==> config.mk <==
export PLATFORM = sky130hd
export DESIGN_NAME = les_regs
export DESIGN_NICKNAME = d
export VERILOG_FILES = /design/src/design/les_regs.v /design/src/design/les_stamp_fix.v /design/src/design/les_thresh_sel.v
export VERILOG_INCLUDE_DIRS = /design/src /design/src/design
export SDC_FILE = /design/constraint.sdc
export NUM_CORES = 1
export LEC_CHECK = 0
export ABC_AREA = 1
export BUFFER_PORTS_ARGS = -buffer_cell sky130_fd_sc_hd__clkbuf_2
export CAP_MARGIN = 20
export CORE_ASPECT_RATIO = 1.75
export CORE_UTILIZATION = 45
export DETAILED_ROUTE_END_ITERATION = 8
export PLACE_DENSITY_LB_ADDON = 0.05
export SLEW_MARGIN = 25
export SYNTH_ARGS = -nofsm -noshare
export SYNTH_HDL_FRONTEND = slang
export SYNTH_HIERARCHICAL = 1
export SYNTH_SLANG_ARGS = --single-unit
==> constraint.sdc <==
create_clock -name clock_i -period 1.7 [get_ports clock_i]
set_input_delay 0.255 -clock clock_i [delete_from_list [all_inputs] [get_ports clock_i]]
set_output_delay 0.255 -clock clock_i [all_outputs]
set_load 0.03 [all_outputs]
==> src/design/les_consts.vh <==
`ifndef LES_CONSTS_VH
`define LES_CONSTS_VH

// Byte addresses on the register bus
`define LES_ADDR_STD_ID      8'h2C
`define LES_ADDR_LINK_ENH    8'hF4
`define LES_ADDR_SUBSYS_ID   8'hF8
`define LES_ADDR_PIN_CTRL    8'hFC
`define LES_ADDR_HOST_CTRL   8'hE0
`define LES_ADDR_STREAM      8'hE4

// Link enhancement field positions
`define LES_THR_HI           13
`define LES_THR_LO           12
`define LES_AUDIO_BIT        9
`define LES_VIDEO_BIT        8
`define LES_PRIO_BIT         7
`define LES_PROG_BIT         6
`define LES_IDLE_BIT         2
`define LES_ACCEL_BIT        1
`define LES_ENH_WMASK        32'h0000_3386

// Host control bit that gates the enhancement enables; the threshold field is not gated
`define LES_GATE_BIT         0

// Reset values
`define LES_ENH_RESET        32'h0000_1000
`define LES_ID_RESET         32'h0000_0000
`define LES_PIN_RESET        32'h0000_1010
`define LES_PIN_WMASK        32'h3131_B1B1

// Threshold codes and byte counts
`define LES_THR_2K           2'b00
`define LES_THR_1K7          2'b01
`define LES_THR_1K           2'b10
`define LES_THR_512          2'b11
`define LES_BYTES_2K         12'h800
`define LES_BYTES_1K7        12'h6C0
`define LES_BYTES_1K         12'h400
`define LES_BYTES_512        12'h200

// Stream format codes
`define LES_FMT_AUDIO        6'h10
`define LES_FMT_VIDEO        6'h00

// AXI responses
`define LES_RESP_OKAY        2'b00
`define LES_RESP_SLVERR      2'b10

`endif

==> src/design/les_regs.v <==
`include "les_consts.vh"

module les_regs (
  input  wire        clock_i,
  input  wire        resetn_i,
  // AXI4-Lite slave
  input  wire [7:0]  s_axi_awaddr,
  input  wire        s_axi_awvalid,
  output wire        s_axi_awready,
  input  wire [31:0] s_axi_wdata,
  input  wire [3:0]  s_axi_wstrb,
  input  wire        s_axi_wvalid,
  output wire        s_axi_wready,
  output reg  [1:0]  s_axi_bresp,
  output reg         s_axi_bvalid,
  input  wire        s_axi_bready,
  input  wire [7:0]  s_axi_araddr,
  input  wire        s_axi_arvalid,
  output wire        s_axi_arready,
  output reg  [31:0] s_axi_rdata,
  output reg  [1:0]  s_axi_rresp,
  output reg         s_axi_rvalid,
  input  wire        s_axi_rready,
  // Serial EEPROM loader
  input  wire        eeprom_load_i,
  input  wire [31:0] eeprom_enh_i,
  input  wire [31:0] eeprom_id_i,
  // Transmit engine
  input  wire        at_underrun_i,
  input  wire        at_retry_i,
  input  wire [5:0]  tx_fmt_i,
  output wire [11:0] at_thresh_bytes_o,
  output wire        stamp_fix_o,
  output wire        prio_req_en_o,
  output wire        idle_insert_en_o,
  output wire        accel_en_o,
  output wire [15:0] subsystem_device_code_o,
  output wire [15:0] subsystem_vendor_code_o
);

  reg  [31:0] link_enhancement_ctrl;
  reg  [31:0] subsystem_identity_write;
  reg  [31:0] general_pin_ctrl;
  reg  [31:0] host_control_reg;
  reg         underrun_seen;

  reg  [7:0]  wr_addr;
  reg  [31:0] wr_data;
  reg  [3:0]  wr_strb;
  reg         aw_held;
  reg         w_held;

  wire        phy_enhance_gate;
  wire        wr_fire;
  wire        wr_hit;
  wire [31:0] next_enh;
  wire [31:0] next_id;
  wire [31:0] next_pin;
  wire [31:0] next_host;
  reg  [31:0] rd_word;
  reg         rd_hit;

  function [31:0] merge;
    input [31:0] old_v;
    input [31:0] new_v;
    input [3:0]  strb;
    input [31:0] wmask;
    integer      k;
    reg   [31:0] bytes;
    begin
      bytes = 32'h0000_0000;
      for (k = 0; k < 4; k = k + 1) begin
        bytes[k*8 +: 8] = {8{strb[k]}};
      end
      merge = (old_v & ~(bytes & wmask)) | (new_v & bytes & wmask);
    end
  endfunction

  function addr_mapped;
    input [7:0] a;
    begin
      addr_mapped = (a == `LES_ADDR_LINK_ENH) || (a == `LES_ADDR_SUBSYS_ID) ||
                    (a == `LES_ADDR_PIN_CTRL) || (a == `LES_ADDR_HOST_CTRL) ||
                    (a == `LES_ADDR_STD_ID)   || (a == `LES_ADDR_STREAM);
    end
  endfunction

  // Write channel: address and data latched in either order, response after both
  assign s_axi_awready = !aw_held && !s_axi_bvalid;
  assign s_axi_wready  = !w_held && !s_axi_bvalid;
  assign wr_fire       = aw_held && w_held && !s_axi_bvalid;
  assign wr_hit        = (wr_addr == `LES_ADDR_LINK_ENH) || (wr_addr == `LES_ADDR_SUBSYS_ID) ||
                         (wr_addr == `LES_ADDR_PIN_CTRL) || (wr_addr == `LES_ADDR_HOST_CTRL);

  always @(posedge clock_i or negedge resetn_i) begin
    if (!resetn_i) begin
      aw_held      <= 1'b0;
      w_held       <= 1'b0;
      wr_addr      <= 8'h00;
      wr_data      <= 32'h0000_0000;
      wr_strb      <= 4'h0;
      s_axi_bvalid <= 1'b0;
      s_axi_bresp  <= `LES_RESP_OKAY;
    end else begin
      if (s_axi_awvalid && s_axi_awready) begin
        aw_held <= 1'b1;
        wr_addr <= s_axi_awaddr;
      end
      if (s_axi_wvalid && s_axi_wready) begin
        w_held  <= 1'b1;
        wr_data <= s_axi_wdata;
        wr_strb <= s_axi_wstrb;
      end
      if (wr_fire) begin
        aw_held      <= 1'b0;
        w_held       <= 1'b0;
        s_axi_bvalid <= 1'b1;
        // Read-only alias and stream word accept no writes
        s_axi_bresp  <= wr_hit ? `LES_RESP_OKAY : `LES_RESP_SLVERR;
      end else if (s_axi_bvalid && s_axi_bready) begin
        s_axi_bvalid <= 1'b0;
      end
    end
  end

  // Bit 6 is absent from the write mask, so neither path can set it
  assign next_enh  = merge(link_enhancement_ctrl, wr_data, wr_strb, `LES_ENH_WMASK);
  assign next_id   = merge(subsystem_identity_write, wr_data, wr_strb, 32'hFFFF_FFFF);
  assign next_pin  = merge(general_pin_ctrl, wr_data, wr_strb, `LES_PIN_WMASK);
  assign next_host = merge(host_control_reg, wr_data, wr_strb, 32'h0000_0001);

  always @(posedge clock_i or negedge resetn_i) begin
    if (!resetn_i) begin
      link_enhancement_ctrl    <= `LES_ENH_RESET;
      subsystem_identity_write <= `LES_ID_RESET;
      general_pin_ctrl         <= `LES_PIN_RESET;
      host_control_reg         <= 32'h0000_0000;
    end else begin
      if (eeprom_load_i) begin
        // EEPROM image overrides; reserved positions are masked off
        link_enhancement_ctrl    <= eeprom_enh_i & `LES_ENH_WMASK;
        subsystem_identity_write <= eeprom_id_i;
      end else if (wr_fire) begin
        if (wr_addr == `LES_ADDR_LINK_ENH) begin
          link_enhancement_ctrl <= next_enh;
        end
        if (wr_addr == `LES_ADDR_SUBSYS_ID) begin
          subsystem_identity_write <= next_id;
        end
      end
      if (wr_fire && (wr_addr == `LES_ADDR_PIN_CTRL)) begin
        general_pin_ctrl <= next_pin;
      end
      if (wr_fire && (wr_addr == `LES_ADDR_HOST_CTRL)) begin
        host_control_reg <= next_host;
      end
    end
  end

  // Sticky until reset: a later underrun cannot re-arm the programmed value
  always @(posedge clock_i or negedge resetn_i) begin
    if (!resetn_i) begin
      underrun_seen <= 1'b0;
    end else if (at_underrun_i) begin
      underrun_seen <= 1'b1;
    end
  end

  // Read channel: one-cycle registered answer
  assign s_axi_arready = !s_axi_rvalid;

  always @* begin
    rd_word = 32'h0000_0000;
    rd_hit  = addr_mapped(s_axi_araddr);
    case (s_axi_araddr)
      `LES_ADDR_LINK_ENH:  rd_word = link_enhancement_ctrl & `LES_ENH_WMASK;
      `LES_ADDR_SUBSYS_ID: rd_word = subsystem_identity_write;
      `LES_ADDR_STD_ID:    rd_word = subsystem_identity_write;
      `LES_ADDR_PIN_CTRL:  rd_word = general_pin_ctrl;
      `LES_ADDR_HOST_CTRL: rd_word = host_control_reg;
      `LES_ADDR_STREAM:    rd_word = {15'h0000, underrun_seen, 10'h000, tx_fmt_i};
      default:             rd_word = 32'h0000_0000;
    endcase
  end

  always @(posedge clock_i or negedge resetn_i) begin
    if (!resetn_i) begin
      s_axi_rvalid <= 1'b0;
      s_axi_rdata  <= 32'h0000_0000;
      s_axi_rresp  <= `LES_RESP_OKAY;
    end else if (s_axi_arvalid && s_axi_arready) begin
      s_axi_rvalid <= 1'b1;
      s_axi_rdata  <= rd_word;
      s_axi_rresp  <= rd_hit ? `LES_RESP_OKAY : `LES_RESP_SLVERR;
    end else if (s_axi_rvalid && s_axi_rready) begin
      s_axi_rvalid <= 1'b0;
    end
  end

  assign phy_enhance_gate = host_control_reg[`LES_GATE_BIT];

  // After underrun or on retry the store-and-forward value is forced
  les_thresh_sel u_thresh (
    .thr_code_i  (link_enhancement_ctrl[`LES_THR_HI:`LES_THR_LO]),
    .store_fwd_i (at_retry_i || underrun_seen),
    .thr_bytes_o (at_thresh_bytes_o)
  );

  les_stamp_fix u_stamp (
    .fmt_i       (tx_fmt_i),
    .audio_en_i  (phy_enhance_gate && link_enhancement_ctrl[`LES_AUDIO_BIT]),
    .video_en_i  (phy_enhance_gate && link_enhancement_ctrl[`LES_VIDEO_BIT]),
    .stamp_fix_o (stamp_fix_o)
  );

  assign prio_req_en_o    = phy_enhance_gate && link_enhancement_ctrl[`LES_PRIO_BIT];
  assign idle_insert_en_o = phy_enhance_gate && link_enhancement_ctrl[`LES_IDLE_BIT];
  assign accel_en_o       = phy_enhance_gate && link_enhancement_ctrl[`LES_ACCEL_BIT];

  assign subsystem_device_code_o = subsystem_identity_write[31:16];
  assign subsystem_vendor_code_o = subsystem_identity_write[15:0];

endmodule // les_regs

==> src/design/les_stamp_fix.v <==
`include "les_consts.vh"

module les_stamp_fix (
  input  wire [5:0] fmt_i,
  input  wire       audio_en_i,
  input  wire       video_en_i,
  output wire       stamp_fix_o
);
  // Only the two stream families listed get the timestamp fix
  assign stamp_fix_o = (audio_en_i && (fmt_i == `LES_FMT_AUDIO)) ||
                       (video_en_i && (fmt_i == `LES_FMT_VIDEO));
endmodule // les_stamp_fix

==> src/design/les_thresh_sel.v <==
`include "les_consts.vh"

module les_thresh_sel (
  input  wire [1:0]  thr_code_i,
  input  wire        store_fwd_i,
  output reg  [11:0] thr_bytes_o
);
  always @* begin
    if (store_fwd_i) begin
      thr_bytes_o = `LES_BYTES_2K;
    end else begin
      case (thr_code_i)
        `LES_THR_2K:  thr_bytes_o = `LES_BYTES_2K;
        `LES_THR_1K7: thr_bytes_o = `LES_BYTES_1K7;
        `LES_THR_1K:  thr_bytes_o = `LES_BYTES_1K;
        default:      thr_bytes_o = `LES_BYTES_512;
      endcase
    end
  end
endmodule // les_thresh_sel

* After elaboration in Yosys (flattened, before gate mapping)
Index checks and enable logic that the tools add are counted. Widths: inputs -> output; s select.
Word-level totals: memories 0, bits in registers 213, bits in read-only memories 0, RAM bits 0, bits in latches 0, bits of input ports 132
Cells by class: multiply operators 0, reductions and logical operators 44, bitwise operators 13, div/mod/pow operators 0, shifts and indexed selects 0, multiplexer cells 19, magnitude comparators 0, add/subtract/negate cells 0, eq/ne operators 13
Operators with widths (count):
- $mux 32 | 6
- $and 32x32->32 | 5
- $pmux 32 s5 | 1
- $eq 8x8->1 const B | 9
- $pmux 12 s3 | 1
- $not 1->32 | 1
- $not 14->32 | 1
- $not 30->32 | 1
- $not 32->32 | 1
- $or 32x1->32 | 1
- $or 32x14->32 | 1
- $or 32x30->32 | 1
- $or 32x32->32 | 1
- $logic_and 1x1->1 | 18
- $reduce_bool 2->1 | 7
- $mux 12 | 1
- $logic_or 1x1->1 | 10
- $eq 8x6->1 const B | 1
- $mux 1 | 8
- $eq 6x5->1 const B | 1
- $logic_not 6->1 | 1
- $logic_not 1->1 | 4
- $mux 2 | 2
- $reduce_and 2->1 | 2
- other kinds (4) | 4

* Depth between registers and ports, before layout
Gate-level depths: netlist of run 1.
word-level depth 7, mapped depth 10, depth with buffers taken out 9

* By module
The synthesis of run 1 kept the hierarchy.
By module, submodules not included:
- les_regs | seq. area each 3432.0 um2, area an instance 6393.6 um2, cells an instance 813, instances 1
- les_thresh_sel | seq. area each 0.0 um2, area an instance 126.4 um2, cells an instance 21, instances 1
- les_stamp_fix | seq. area each 0.0 um2, area an instance 32.5 um2, cells an instance 8, instances 1

* Least setup slack after synthesis of run 1
OpenSTA, ideal clock, no wires.
path kind reg-to-reg, start register s_axi_bvalid, end register wr_data[0], required time 1567 ps, arrival 1675 ps, clock period less this slack 1807 ps, path slack -107 ps, stages on the path, launching flop included 6, path buffers 1, setup time 133 ps, cell sequence dfrtp_1 > nor2_1 > nand2_1 > clkbuf_1 > nor2_1 > a21oi_1
On the way: word-level cells in the longest chain between the ends 3
Ends and longest elaborated chain:
- start, declared | line les_regs.v:15 | output reg s_axi_bvalid,
- start signal, assigned | line les_regs.v:102 | s_axi_bvalid <= 1'b0;
- start signal, assigned | line les_regs.v:117 | s_axi_bvalid <= 1'b1;
- start signal, assigned | line les_regs.v:121 | s_axi_bvalid <= 1'b0;
- $logic_not 1->1 | line les_regs.v:90 | assign s_axi_wready = !w_held && !s_axi_bvalid;
- $logic_and 1x1->1 | line les_regs.v:90
- via s_axi_wready | line les_regs.v:13 | output wire s_axi_wready,
- $logic_and 1x1->1 | line les_regs.v:109 | if (s_axi_wvalid && s_axi_wready) begin
- end signal, assigned | line les_regs.v:111 | wr_data <= s_axi_wdata;
- end, declared | line les_regs.v:48 | reg [31:0] wr_data;
The timed path passes the listed nets, and every way through them passes these cells. A chain may end at the register's enable or synchronous reset.

==> results of run 1 <==
## metal layers
metal	vias to the layer above	wire length [um]	share of wire (%)
met3	28	618	3.5
met4	0	427	2.4
met5	-	0	0
li1	3045	-	-
met2	161	9190	52
met1	2760	7490	42
## area by class of cell
type	count	area (um2)	share of cell area, %
well taps	180	225	2.63
diodes	2	5.00	0.0584
flip-flops and latches	137	3430	40.0
clock inverters	12	209	2.44
repair buffers	214	1260	14.7
multi-input cells	585	2660	31.0
inverters	83	312	3.63
clock buffers	20	467	5.44
## layout by cell type, fill, tap and decap left out, drive strengths merged, types with 2 or more instances in the layout
cell and instances:
bufinv 5, inv 87, nand3 98, nand4 3, mux2 4, dfstp 3, conb 9, diode 2
ha 2, nand2 290, o21ai 65, or2 3, buf 34, clkinvlp 2, clkbuf 199, dfrtp 134
nor3 5, nor2 63, a21oi 42
## power groups by stage
stage | combinational (uW) | sequential, uW | clock, uW
2_1_floorplan | 1820 | 5220 | 0
3_3_place_gp | 3340 | 4800 | 0
3_5_place_dp | 3390 | 4810 | 0
4_1_cts | 3470 | 4760 | 4250
5_1_grt | 3920 | 4880 | 4380
6_report | 3490 | 4770 | 4170
## timing repair
item                                    CTS  global route
gates resized for setup                  14            20
setup buffers                             2             2
pin swaps                                 1             3
endpoints found under the setup margin    6            21
hold buffers                              1             0
endpoints found under the hold margin    37             0
## critical path: stages, from the launching register on
cell and delay [ns]:
dfstp_2 0.56, inv_2 0.06, ha_4 0.25, inv_2 0.03, nor2_2 0.09, buf_6 0.14
## worst max path at each step
stage / endpoint / slack, ns
floorplan: at_thresh_bytes_o[7] / 0.04
global placement: s_axi_rdata[9] / 0.14
detailed placement: flop / 0.11
CTS: at_thresh_bytes_o[10] / -0.13
global route: at_thresh_bytes_o[10] / -0.15
finish: at_thresh_bytes_o[10] / -0.10
## metrics by stage
stage | worst slack [ns] | util, % | instance area, um2 | hold WS, ns
after floorplan | 0.0416 | - | 6580 | -0.0406
after global placement | 0.139 | 54.2 | 7750 | 0.221
after detailed placement | 0.112 | 54.2 | 7750 | 0.220
after CTS | -0.133 | 59.5 | 8500 | 0.0177
after global routing | -0.155 | 60.0 | 8570 | 0.0212
final | -0.102 | 60.0 | 8570 | 0.0273
## cells by family after synthesis
group                      count (synthesis)  share of synthesized area (%)
muxes                                      4                          0.687
and+or+nand+nor                          463                           29.8
adders and majority gates                  2                          0.382
buffers and inverters                    127                           8.44
DFF                                      137                           52.4
other                                      2                          0.115
AOI/OAI and AO/OA                        107                           8.23
==> metrics.md, run 1 <==
| Metric | Value |
|---|---|
| Sequential share of power | `38.4%` |
| Setup crit end kind | `output pin` |
| Cell with the most instances after synthesis | `nand2_1` |
| Synth async-reset ratio | `100%` |
| Hold path endpoint | `s_axi_rvalid` |
| GR Layer Usage met3 | `3.95%` |
| Share of total power in the clock network | `around a third` |
| GRT Residual Overflow | `0` |
| WL final | `17700 um` |
| Setup crit start kind | `flop` |
| GRT met1 Usage | `30.3%` |
| Failing checks | `setup timing` |
| Fillers | `~1400` |
| # DRC | `0` |
| Reg2Reg Setup Slack | `0.14 ns` |
| Via Count | `5994` |
| Maximum fanout along the worst path | `3` |
| Cells after Synth | `842` |
| Critical path arrival | `between 1.5 and 2 ns` |
| Root Buffer | `clkbuf_16` |
| Synth top area share | `51.2%` |
| Distinct cells, synth | `30` |
| Final net count | `between 1000 and 1500` |
| Max Slew Vio Count | `0` |
| EDFF count, synth | `0` |
| Hold path start | `s_axi_rready` |
| RSZ-0062 raised after global routing | `true` |
| Final Non-Filler Cells | `around 1200` |
| Synth Flop Type | `dfrtp_1` |
| Die Y | `162 um` |
| Tmin final | `1.80 ns` |
| P_leak | `0.00479 uW` |
| # setup viols final | `3` |
| Clk buf depth | `2` |
| Max-Cap Viols | `0` |
| Critical path class | `flop to output pin` |
| Dpl hpwl | `between 10000 and 15000 um` |
| Die width | `93.2 um` |
| FF-to-FF Start | `s_axi_bvalid` |
| Cell Rows | `58` |
| Cell taking the most area after synthesis | `dfrtp_1` |
| DR pass1 iterations | `4` |
| Vias per inst | `4.86` |
| Hold crit path type | `primary input to flop` |
| Cells on Worst Hold Path | `2` |
| Drt wl/cell | `14.4 um` |
| Syn. warnings | `6` |
| PwrDens | `1450 nW/um2` |
| Yosys reg bits | `between 100 and 150` |
| Initial antenna violation count | `1` |
| Net Sw Power | `4400 uW` |
| Die ar. | `15100 um2` |
| Remaining antenna violation count | `0` |
| IO Pins | `221` |
| Worst-Skew Late Latency | `roughly 0.42 ns` |
| Setup Skew | `0.0123 ns` |
| Status | `finished, violations left` |
| Pint | `8030 uW` |
| Data required, critical path | `approximately 1.4 ns` |
| VDD IR-drop max | `0.997 mV` |
| Clock Sinks | `between 100 and 150` |
| Logic pwr share | `28.1%` |
| TNS Setup | `-0.267 ns` |
| Period utilization | `106%` |
| First-pass GRT wire length | `28700 um` |
| Routing usage on met2 | `43.1%` |
| Worst-path clk slew | `0.06 ns` |
| Number of buffers created by CTS | `17` |
| Dominant cells by area after synthesis | `dfrtp_1 (51%), nand2_1 (16%), nand3_1 (7.4%), o21ai_0 (4.7%), inv_1 (4.6%)` |
| Largest net degree at the start of global routing | `44` |
| Reg2Reg Depth | `7` |
| Vias in the first global route | `5712` |
| Initial Util | `45.8%` |
| Final worst setup slack | `-0.102 ns` |
| Core Area | `~14000 um2` |
| H-tree depth | `4` |
| Hold Violations, Final | `0` |
| Syn Area/Cell | `7.78 um2` |
| CTS tree | `done` |
| Pwr Total | `between 10000 and 15000 uW` |
| Layout cells sized above 1 | `around 27%` |
| Commonest cells in the netlist | `nand2_1 (286), dfrtp_1 (134), nand3_1 (97), inv_1 (81)` |
| Synth-to-layout area growth | `30.9%` |
| Total GRT Usage | `24.9%` |
| Number of port buffers | `186` |
| Switching portion of total power | `35.4%` |
| GP Congestion | `0.811` |
| Highest clock rate | `555 MHz` |
| GRT busiest layer | `met2` |
| Sequential area share after synthesis | `52.4%` |
| Starting DRT DRC Count | `330` |
| Placed cells | `1194` |
| Mapped Area | `6550 um2` |
(Power assumes the default switching activity.)
==> run 2, diff against run 1 <==
--- a/config.mk
+++ b/config.mk
@@ -10,6 +10,7 @@
 export BUFFER_PORTS_ARGS = -buffer_cell sky130_fd_sc_hd__clkbuf_2
 export CAP_MARGIN = 20
 export CORE_ASPECT_RATIO = 1.75
+export CORE_MARGIN = 2
 export CORE_UTILIZATION = 45
 export DETAILED_ROUTE_END_ITERATION = 8
 export PLACE_DENSITY_LB_ADDON = 0.05
==> constraint.sdc (replaced) <==
create_clock -name clock_i -period 1.7 [get_ports clock_i]
set_input_delay 0.34 -clock clock_i [delete_from_list [all_inputs] [get_ports clock_i]]
set_output_delay 0.34 -clock clock_i [all_outputs]
set_load 0.03 [all_outputs]
==> run 2 against run 1 <==
  * The run still ends with setup timing left
  * Non-clock buffer count grew 11
  * First-iteration DRC count shrank 20%
  * Final area is 0.44% higher
  * Highest routed layer unchanged
==> metrics.md, run 2 (same netlist as run 1, synthesis figures left out) <==
| Metric | Value |
|---|---|
| Placed cells | `1198 (+0.34%)` |
| Cells on Worst Hold Path | `2 (unchanged)` |
| Hold path endpoint | `s_axi_bvalid` |
| # DRC | `0 (unchanged)` |
| Fillers | `1392 (-0.072%)` |
| Max-Cap Viols | `0 (unchanged)` |
| Starting DRT DRC Count | `264 (-20%)` |
| Buf/Inv on CP | `3 (unchanged)` |
| IO Pins | `221 (unchanged)` |
| TNS Setup | `-0.751 ns (-0.483 ns)` |
| Critical Path Max Stage Delay | `0.57 ns (about the same)` |
| PwrDens | `1390 nW/um2 (-3.8%)` |
| Core Area | `14300 um2 (unchanged)` |
| Delay-heaviest family, CP | `flip-flops` |
| GRT Residual Overflow | `0 (unchanged)` |
| Critical path arrival | `1.57 ns (+0.02 ns)` |
| Hold crit path type | `primary input to flop` |
| Largest net degree at the start of global routing | `45 (+2.3%)` |
| Initial antenna violation count | `1 (unchanged)` |
| Tmin final | `1.91 ns (+0.103 ns)` |
| Initial Util | `45.8% (unchanged)` |
| Hold WS | `0.0974 ns (+0.0701 ns)` |
| Setup crit start kind | `flop` |
| Vias in the first global route | `5779 (+1.2%)` |
| Slowest cell on the critical path | `dfstp_2` |
| Status | `finished, violations left` |
| Reg2Reg Depth | `7 (unchanged)` |
| Reg2Reg Setup Slack | `0.16 ns (+0.02 ns)` |
| P_leak | `0.00480 uW (+0.28%)` |
| DR pass1 iterations | `5 (+1)` |
| Die Y | `164 um (+1.2%)` |
| Failing checks | `setup timing` |
| Number of buffers created by CTS | `17 (unchanged)` |
| Worst-Skew Late Latency | `0.42 ns (about the same)` |
| Die ar. | `15600 um2 (+3.4%)` |
| Vias per inst | `4.79 (-1.5%)` |
| Final Non-Filler Cells | `1243 (+0.81%)` |
| Hold path start | `s_axi_bready` |
| Root Buffer | `clkbuf_16` |
| First-pass GRT wire length | `28500 um (-0.75%)` |
| Clock Sinks | `137 (unchanged)` |
| Data required, critical path | `1.36 ns (-0.08 ns)` |
| Highest clock rate | `525 MHz (-5.4%)` |
| Most common cell after layout, fill and taps aside | `nand2_1` |
| FF-to-FF Start | `wr_addr[1]` |
| H-tree depth | `4 (unchanged)` |
| Dpl hpwl | `13300 um (+1.4%)` |
| Die width | `95.2 um (+2.1%)` |
| Number of port buffers | `186 (unchanged)` |
| Most used cell, CP | `inv_2` |
| CP Depth | `5 (unchanged)` |
| Drt wl/cell | `14.3 um (-0.49%)` |
| Critical path class | `flop to output pin` |
| Clk buf depth | `2 (unchanged)` |
| Post-Place Setup Slack | `0.110 ns (-0.00267 ns)` |
| Worst-path clk slew | `0.06 ns (about the same)` |
| Most frequent cells in the layout | `nand2_1 (284), clkbuf_2 (179), dfrtp_1 (133)` |
| Total GRT Usage | `23.7% (-1.2 points)` |
| Cell Rows | `58 (unchanged)` |
| GP Congestion | `0.830 (+2.4%)` |
| CTS tree | `done` |
| WL final | `17800 um (+0.32%)` |
| Area of the multi-input gates | `2700 um2 (+1.3%)` |
| Setup crit end kind | `output pin` |
| Remaining antenna violation count | `0 (unchanged)` |
| Via Count | `5952 (-0.70%)` |
| Hold Violations, Final | `0 (unchanged)` |
| # setup viols final | `6 (+3)` |
| VDD IR-drop max | `1.14 mV (+14%)` |
| Period utilization | `112% (+6.1 points)` |
| Register area | `3430 um2 (unchanged)` |
| Post-layout util | `60.2% (+0.26 points)` |
| RSZ-0062 raised after global routing | `true` |
| Critical-path cell list | `inv_2 > ha_4 > inv_2 > nor2_2 > clkbuf_8` |
| Layout cells sized above 1 | `28.3% (+1.1 points)` |
| Final net count | `1183 (+0.94%)` |
| Max Slew Vio Count | `0 (unchanged)` |
| Maximum fanout along the worst path | `3 (unchanged)` |
| Setup Skew | `0.00739 ns (-0.00491 ns)` |
| Final worst setup slack | `-0.205 ns (-0.103 ns)` |
| Synth-to-layout area growth | `31.4%` |
==> run 2: cell count changes in the layout (fill, tap and decap cells not counted), sizes merged <==
| cell | previous run | this run |
|---|---|---|
| buf | 34 | 44 |
| bufinv | 5 | 2 |
| clkinvlp | 2 | 4 |
| inv | 87 | 88 |
| clkinv | 1 | 4 |
| diode | 2 | 1 |
| clkbuf | 199 | 197 |
==> run 2: metal layers <==
layer / wire, um / up-vias / global-route usage, %
met1: 7280 / 2695 / 29.6
met4: 369 / 0 / 7.51
met2: 9310 / 162 / 41.0
met3: 826 / 27 / 4.43
li1: - / 3068 / -
met5: 0 / - / 0
==> run 2: repair_timing <==
item                       in CTS  in global routing
pin swaps                       4                  7
setup endpoints to repair       6                 32
hold buffers                    1                  0
hold endpoints to repair       35                  0
resized for setup              17                 26
gates cloned                    0                  0
buffers inserted                5                  6
==> run 2: layout make-up <==
cell class                      count  area share, %
Antenna cell                        1         0.0291
Clock buffer                       17           4.94
Clock inverter                     15           1.95
Inverter                           83           3.62
Multi-Input combinational cell    585           31.3
Sequential cell                   137           39.9
Tap cell                          180           2.62
Timing Repair Buffer              225           15.7
==> run 2: stage by stage <==
step           total power [uW]  area (um2)
2_1_floorplan              7040        6590
3_3_place_gp               8130        7770
3_5_place_dp               8190        7770
4_1_cts                   12000        8470
5_1_grt                   12800        8610
6_report                  12000        8610
==> run 2: how the worst max path moves through the flow <==
stage | slack (ns) | startpoint | to
CTS | -0.22 | flop | at_thresh_bytes_o[10]
global route | -0.27 | flop | at_thresh_bytes_o[10]
floorplan | 0.08 | s_axi_bvalid | wr_data[0]
global placement | 0.1 | s_axi_araddr[6] | s_axi_rdata[9]
finish | -0.21 | flop | at_thresh_bytes_o[10]
detailed placement | 0.11 | s_axi_araddr[6] | s_axi_rdata[7]
==> run 2: report_power, final <==
part	internal [uW]	switching, uW
Sequential	4170	586
Clock	2190	1490
Combinational	1180	2390
Total	7540	4470
==> run 3, diff against run 2 <==
--- a/config.mk
+++ b/config.mk
@@ -6,8 +6,7 @@
 export SDC_FILE = /design/constraint.sdc
 export NUM_CORES = 1
 export LEC_CHECK = 0
-export ABC_AREA = 1
-export BUFFER_PORTS_ARGS = -buffer_cell sky130_fd_sc_hd__clkbuf_2
+export BUFFER_PORTS_ARGS = -buffer_cell sky130_fd_sc_hd__buf_4
 export CAP_MARGIN = 20
 export CORE_ASPECT_RATIO = 1.75
 export CORE_MARGIN = 2
==> run 3 against run 2 <==
  * Clock-buffer cell count is 2 higher
  * Sequential power is 2% lower
  * Sequential share of layout area is 2.4 points lower
  * Die area is 3.8% lower
  * The flow still finishes with violations (setup timing)
  * Largest power group unchanged
  * Critical path depth is 1 lower
  * Global-route usage is 1.1 points higher
  * Worst setup slack better by 0.0097 ns
==> metrics.md, run 3 <==
| Metric | Value |
|---|---|
| Status | `finished, violations left` |
| Failing checks | `setup timing` |
| Initial antenna violation count | `0 (-1)` |
| Syn. warnings | `6 (unchanged)` |
| Root Buffer | `clkbuf_16` |
| Register area | `3430 um2 (about the same)` |
| Dominant cells by area after synthesis | `dfrtp_1 (53%), mux2_2 (8.1%), mux2i_1 (7.0%), nand2_1 (4.7%), o21ai_1 (3.7%)` |
| Distinct cells, synth | `52 (+73%)` |
| Compound-gate portion of the synthesized area | `7.97% (-0.26 points)` |
| Setup crit start kind | `flop` |
| Switching portion of total power | `31.2% (-6.0 points)` |
| Slowest cell on the critical path | `dfstp_2` |
| WL final | `18100 um (+2.0%)` |
| Layout cells sized above 1 | `46.6% (+18 points)` |
| VDD IR-drop max | `0.889 mV (-22%)` |
| Commonest cells in the netlist | `dfrtp_1 (134), nand2_1 (78), o21ai_1 (47), mux2_2 (45), mux2i_1 (44)` |
| Area of the multi-input gates | `2800 um2 (+3.8%)` |
| IO Pins | `221 (unchanged)` |
| Synth Flop Type | `dfrtp_1` |
| Pint | `8200 uW (+8.8%)` |
| P_leak | `0.00427 uW (-11%)` |
| Worst-path clk slew | `0.06 ns (about the same)` |
| Synth Area in Adders | `0.398% (+0.016 points)` |
| Number of port buffers | `186 (unchanged)` |
| Highest clock rate | `528 MHz (+0.51%)` |
| Setup crit end kind | `output pin` |
| N_diodes | `0 (-1)` |
| GP Congestion | `0.833 (+0.29%)` |
| Xor/xnor share of the synthesized area | `0.139% (+0.14 points)` |
| Vias per inst | `5.25 (+9.6%)` |
| Starting DRT DRC Count | `138 (-48%)` |
| H-tree depth | `4 (unchanged)` |
| Total GRT Usage | `24.8% (+1.1 points)` |
| Cell Rows | `57 (-1.7%)` |
| Die width | `93.4 um (-1.9%)` |
| Net Sw Power | `3720 uW (-17%)` |
| Hold Violations, Final | `0 (unchanged)` |
| Setup Skew | `0.0119 ns (+0.00455 ns)` |
| Yosys reg bits | `137 (unchanged)` |
| GRT Residual Overflow | `0 (unchanged)` |
| Vias in the first global route | `5490 (-5.0%)` |
| Final net count | `915 (-23%)` |
| Drt wl/cell | `18.7 um (+31%)` |
| # setup viols final | `20 (+14)` |
| Maximum fanout along the worst path | `3 (unchanged)` |
| Most frequent cells in the layout | `buf_4 (222), dfrtp_1 (132), nand2_1 (77)` |
| Die ar. | `15000 um2 (-3.8%)` |
| RSZ-0062 raised after global routing | `true` |
| Logic pwr share | `27.5% (-2.3 points)` |
| Remaining antenna violation count | `0 (unchanged)` |
| Clock Sinks | `137 (unchanged)` |
| Cells after Synth | `550 (-35%)` |
| Synth async-reset ratio | `100% (unchanged)` |
| Tmin final | `1.90 ns (-0.00966 ns)` |
| PwrDens | `1300 nW/um2 (-6.7%)` |
| Max-Cap Viols | `0 (unchanged)` |
| Most common cell after layout, fill and taps aside | `buf_4` |
| Data required, critical path | `1.36 ns (about the same)` |
| Dpl hpwl | `13200 um (-1.1%)` |
| Delay-heaviest family, CP | `flip-flops` |
| Hold path start | `s_axi_rready` |
| DR pass1 iterations | `4 (-1)` |
| Fillers | `1100 (-21%)` |
| Share of total power in the clock network | `33.2% (+2.5 points)` |
| Cell taking the most area after synthesis | `dfrtp_1` |
| Largest family of logic cells by synthesized area | `multiplexers` |
| Via Count | `5094 (-14%)` |
| Multiplexer area fraction after synthesis | `17.7% (+17 points)` |
| DP Area | `8270 um2 (+6.3%)` |
| Simple-gate share of the synthesized area | `15.4% (-14 points)` |
| Sequential share of power | `39.3% (-0.3 points)` |
| Max Slew Vio Count | `0 (unchanged)` |
| Synth-to-layout area growth | `45.6%` |
| # DRC | `0 (unchanged)` |
| Critical-path cell list | `inv_2 > ha_4 > nor2b_4 > buf_6` |
| Hold WS | `0.109 ns (+0.0115 ns)` |
| EDFF count, synth | `0 (unchanged)` |
| Period utilization | `111% (-0.57 points)` |
| Syn Area/Cell | `11.4 um2 (+47%)` |
| First-pass GRT wire length | `28400 um (-0.14%)` |
| Final instance area | `9170 um2 (+6.4%)` |
| Worst-Skew Late Latency | `0.42 ns (about the same)` |
| CTS tree | `done` |
| Critical path class | `flop to output pin` |
| Critical path arrival | `1.56 ns (about the same)` |
| Buf/Inv on CP | `2 (-1)` |
| Synth top area share | `53.3% (+2.1 points)` |
| Die Y | `160 um (-1.9%)` |
| Number of buffers created by CTS | `17 (unchanged)` |
| Clk buf depth | `2 (unchanged)` |
| Critical Path Max Stage Delay | `0.57 ns (about the same)` |
| Largest net degree at the start of global routing | `48 (+6.7%)` |
| Core Area | `13800 um2 (-3.7%)` |
| FF-to-FF Start | `s_axi_bvalid` |
| Mapped Area | `6290 um2 (-3.9%)` |
| Hold crit path type | `primary input to flop` |
| Cell with the most instances after synthesis | `dfrtp_1` |
| Initial Util | `45.7% (-0.10 points)` |
| Final worst setup slack | `-0.195 ns (+0.00966 ns)` |
| Sequential area share after synthesis | `54.5% (+2.1 points)` |
run 3: changes by cell type after synthesis, sizes merged, moves of 6 or more:
cell | previous run | this run
a221oi | 0 | 9
mux2 | 4 | 60
nand4b | 0 | 8
inv | 83 | 5
nand2 | 290 | 78
and2 | 0 | 10
nor4 | 0 | 9
mux2i | 0 | 44
nor2b | 0 | 6
nor2 | 63 | 29
a21oi | 42 | 6
o21ai | 65 | 51
nand3 | 98 | 18
run 3: cell type report:
type / count / area share (%)
clock buffer: 19 / 4.83
timing repair buffer: 247 / 22.4
multi-input combinational: 373 / 30.5
clock inverter: 13 / 2.13
sequential: 137 / 37.5
inverter: 5 / 0.205
tap: 177 / 2.42
run 3: what timing repair did:
item	in CTS	in global routing
setup endpoints to repair	30	56
resized for setup	24	21
hold buffers	1	0
buffers inserted	7	5
endpoints found under the hold margin	37	0
pin swaps	10	10
run 3: path summary, 6_finish.rpt:
check / to / slack (ns) / cells past startpoint
max: at_thresh_bytes_o[10] / -0.20 / 4
min: s_axi_rvalid / 0.11 / 2
max reg2reg: flop / -0.09 / 5
min reg2reg: s_axi_rdata[6] / 0.47 / 2
max in group asynchronous: s_axi_rdata[8] / 0.66 / 3
min in group asynchronous: s_axi_rdata[16] / 0.41 / 2
run 3: per-stage QoR:
step	worst slack [ns]	utilization, %	setup TNS, ns	cells	total power (uW)
6_report	-0.195	66.6	-1.73	971	11900
4_1_cts	-0.196	65.9	-1.22	967	11900
3_5_place_dp	-0.0840	60.1	-1.03	927	7850
5_1_grt	-0.240	66.6	-3.58	971	12500
3_3_place_gp	-0.0524	60.1	-0.363	927	7700
2_1_floorplan	-0.0482	-	-1.29	557	6530
run 3: per-layer routing:
layer	global-route usage, %	wire length, um	up-vias
li1	-	-	2388
met1	27.6	6860	2516
met2	45.8	10000	164
met3	5.58	914	26
met4	8.22	355	0
met5	0	0	-
run 3: cell families after synthesis:
| group | count (synthesis) |
|---|---|
| AND/OR/NAND/NOR | 174 |
| flip-flops | 137 |
| multiplexers | 104 |
| AO/OA/AOI/OAI | 83 |
| buffers and inverters | 47 |
| adder cells (fa/ha/maj) | 2 |
| other | 2 |
| XOR/XNOR | 1 |
run 3: power by group through the flow:
stage	Sequential [uW]	Combinational [uW]	Clock, uW
floorplan	4850	1680	0
global placement	4670	3030	0
detailed placement	4720	3120	0
CTS	4670	3230	4020
global route	4800	3500	4170
finish	4680	3280	3960
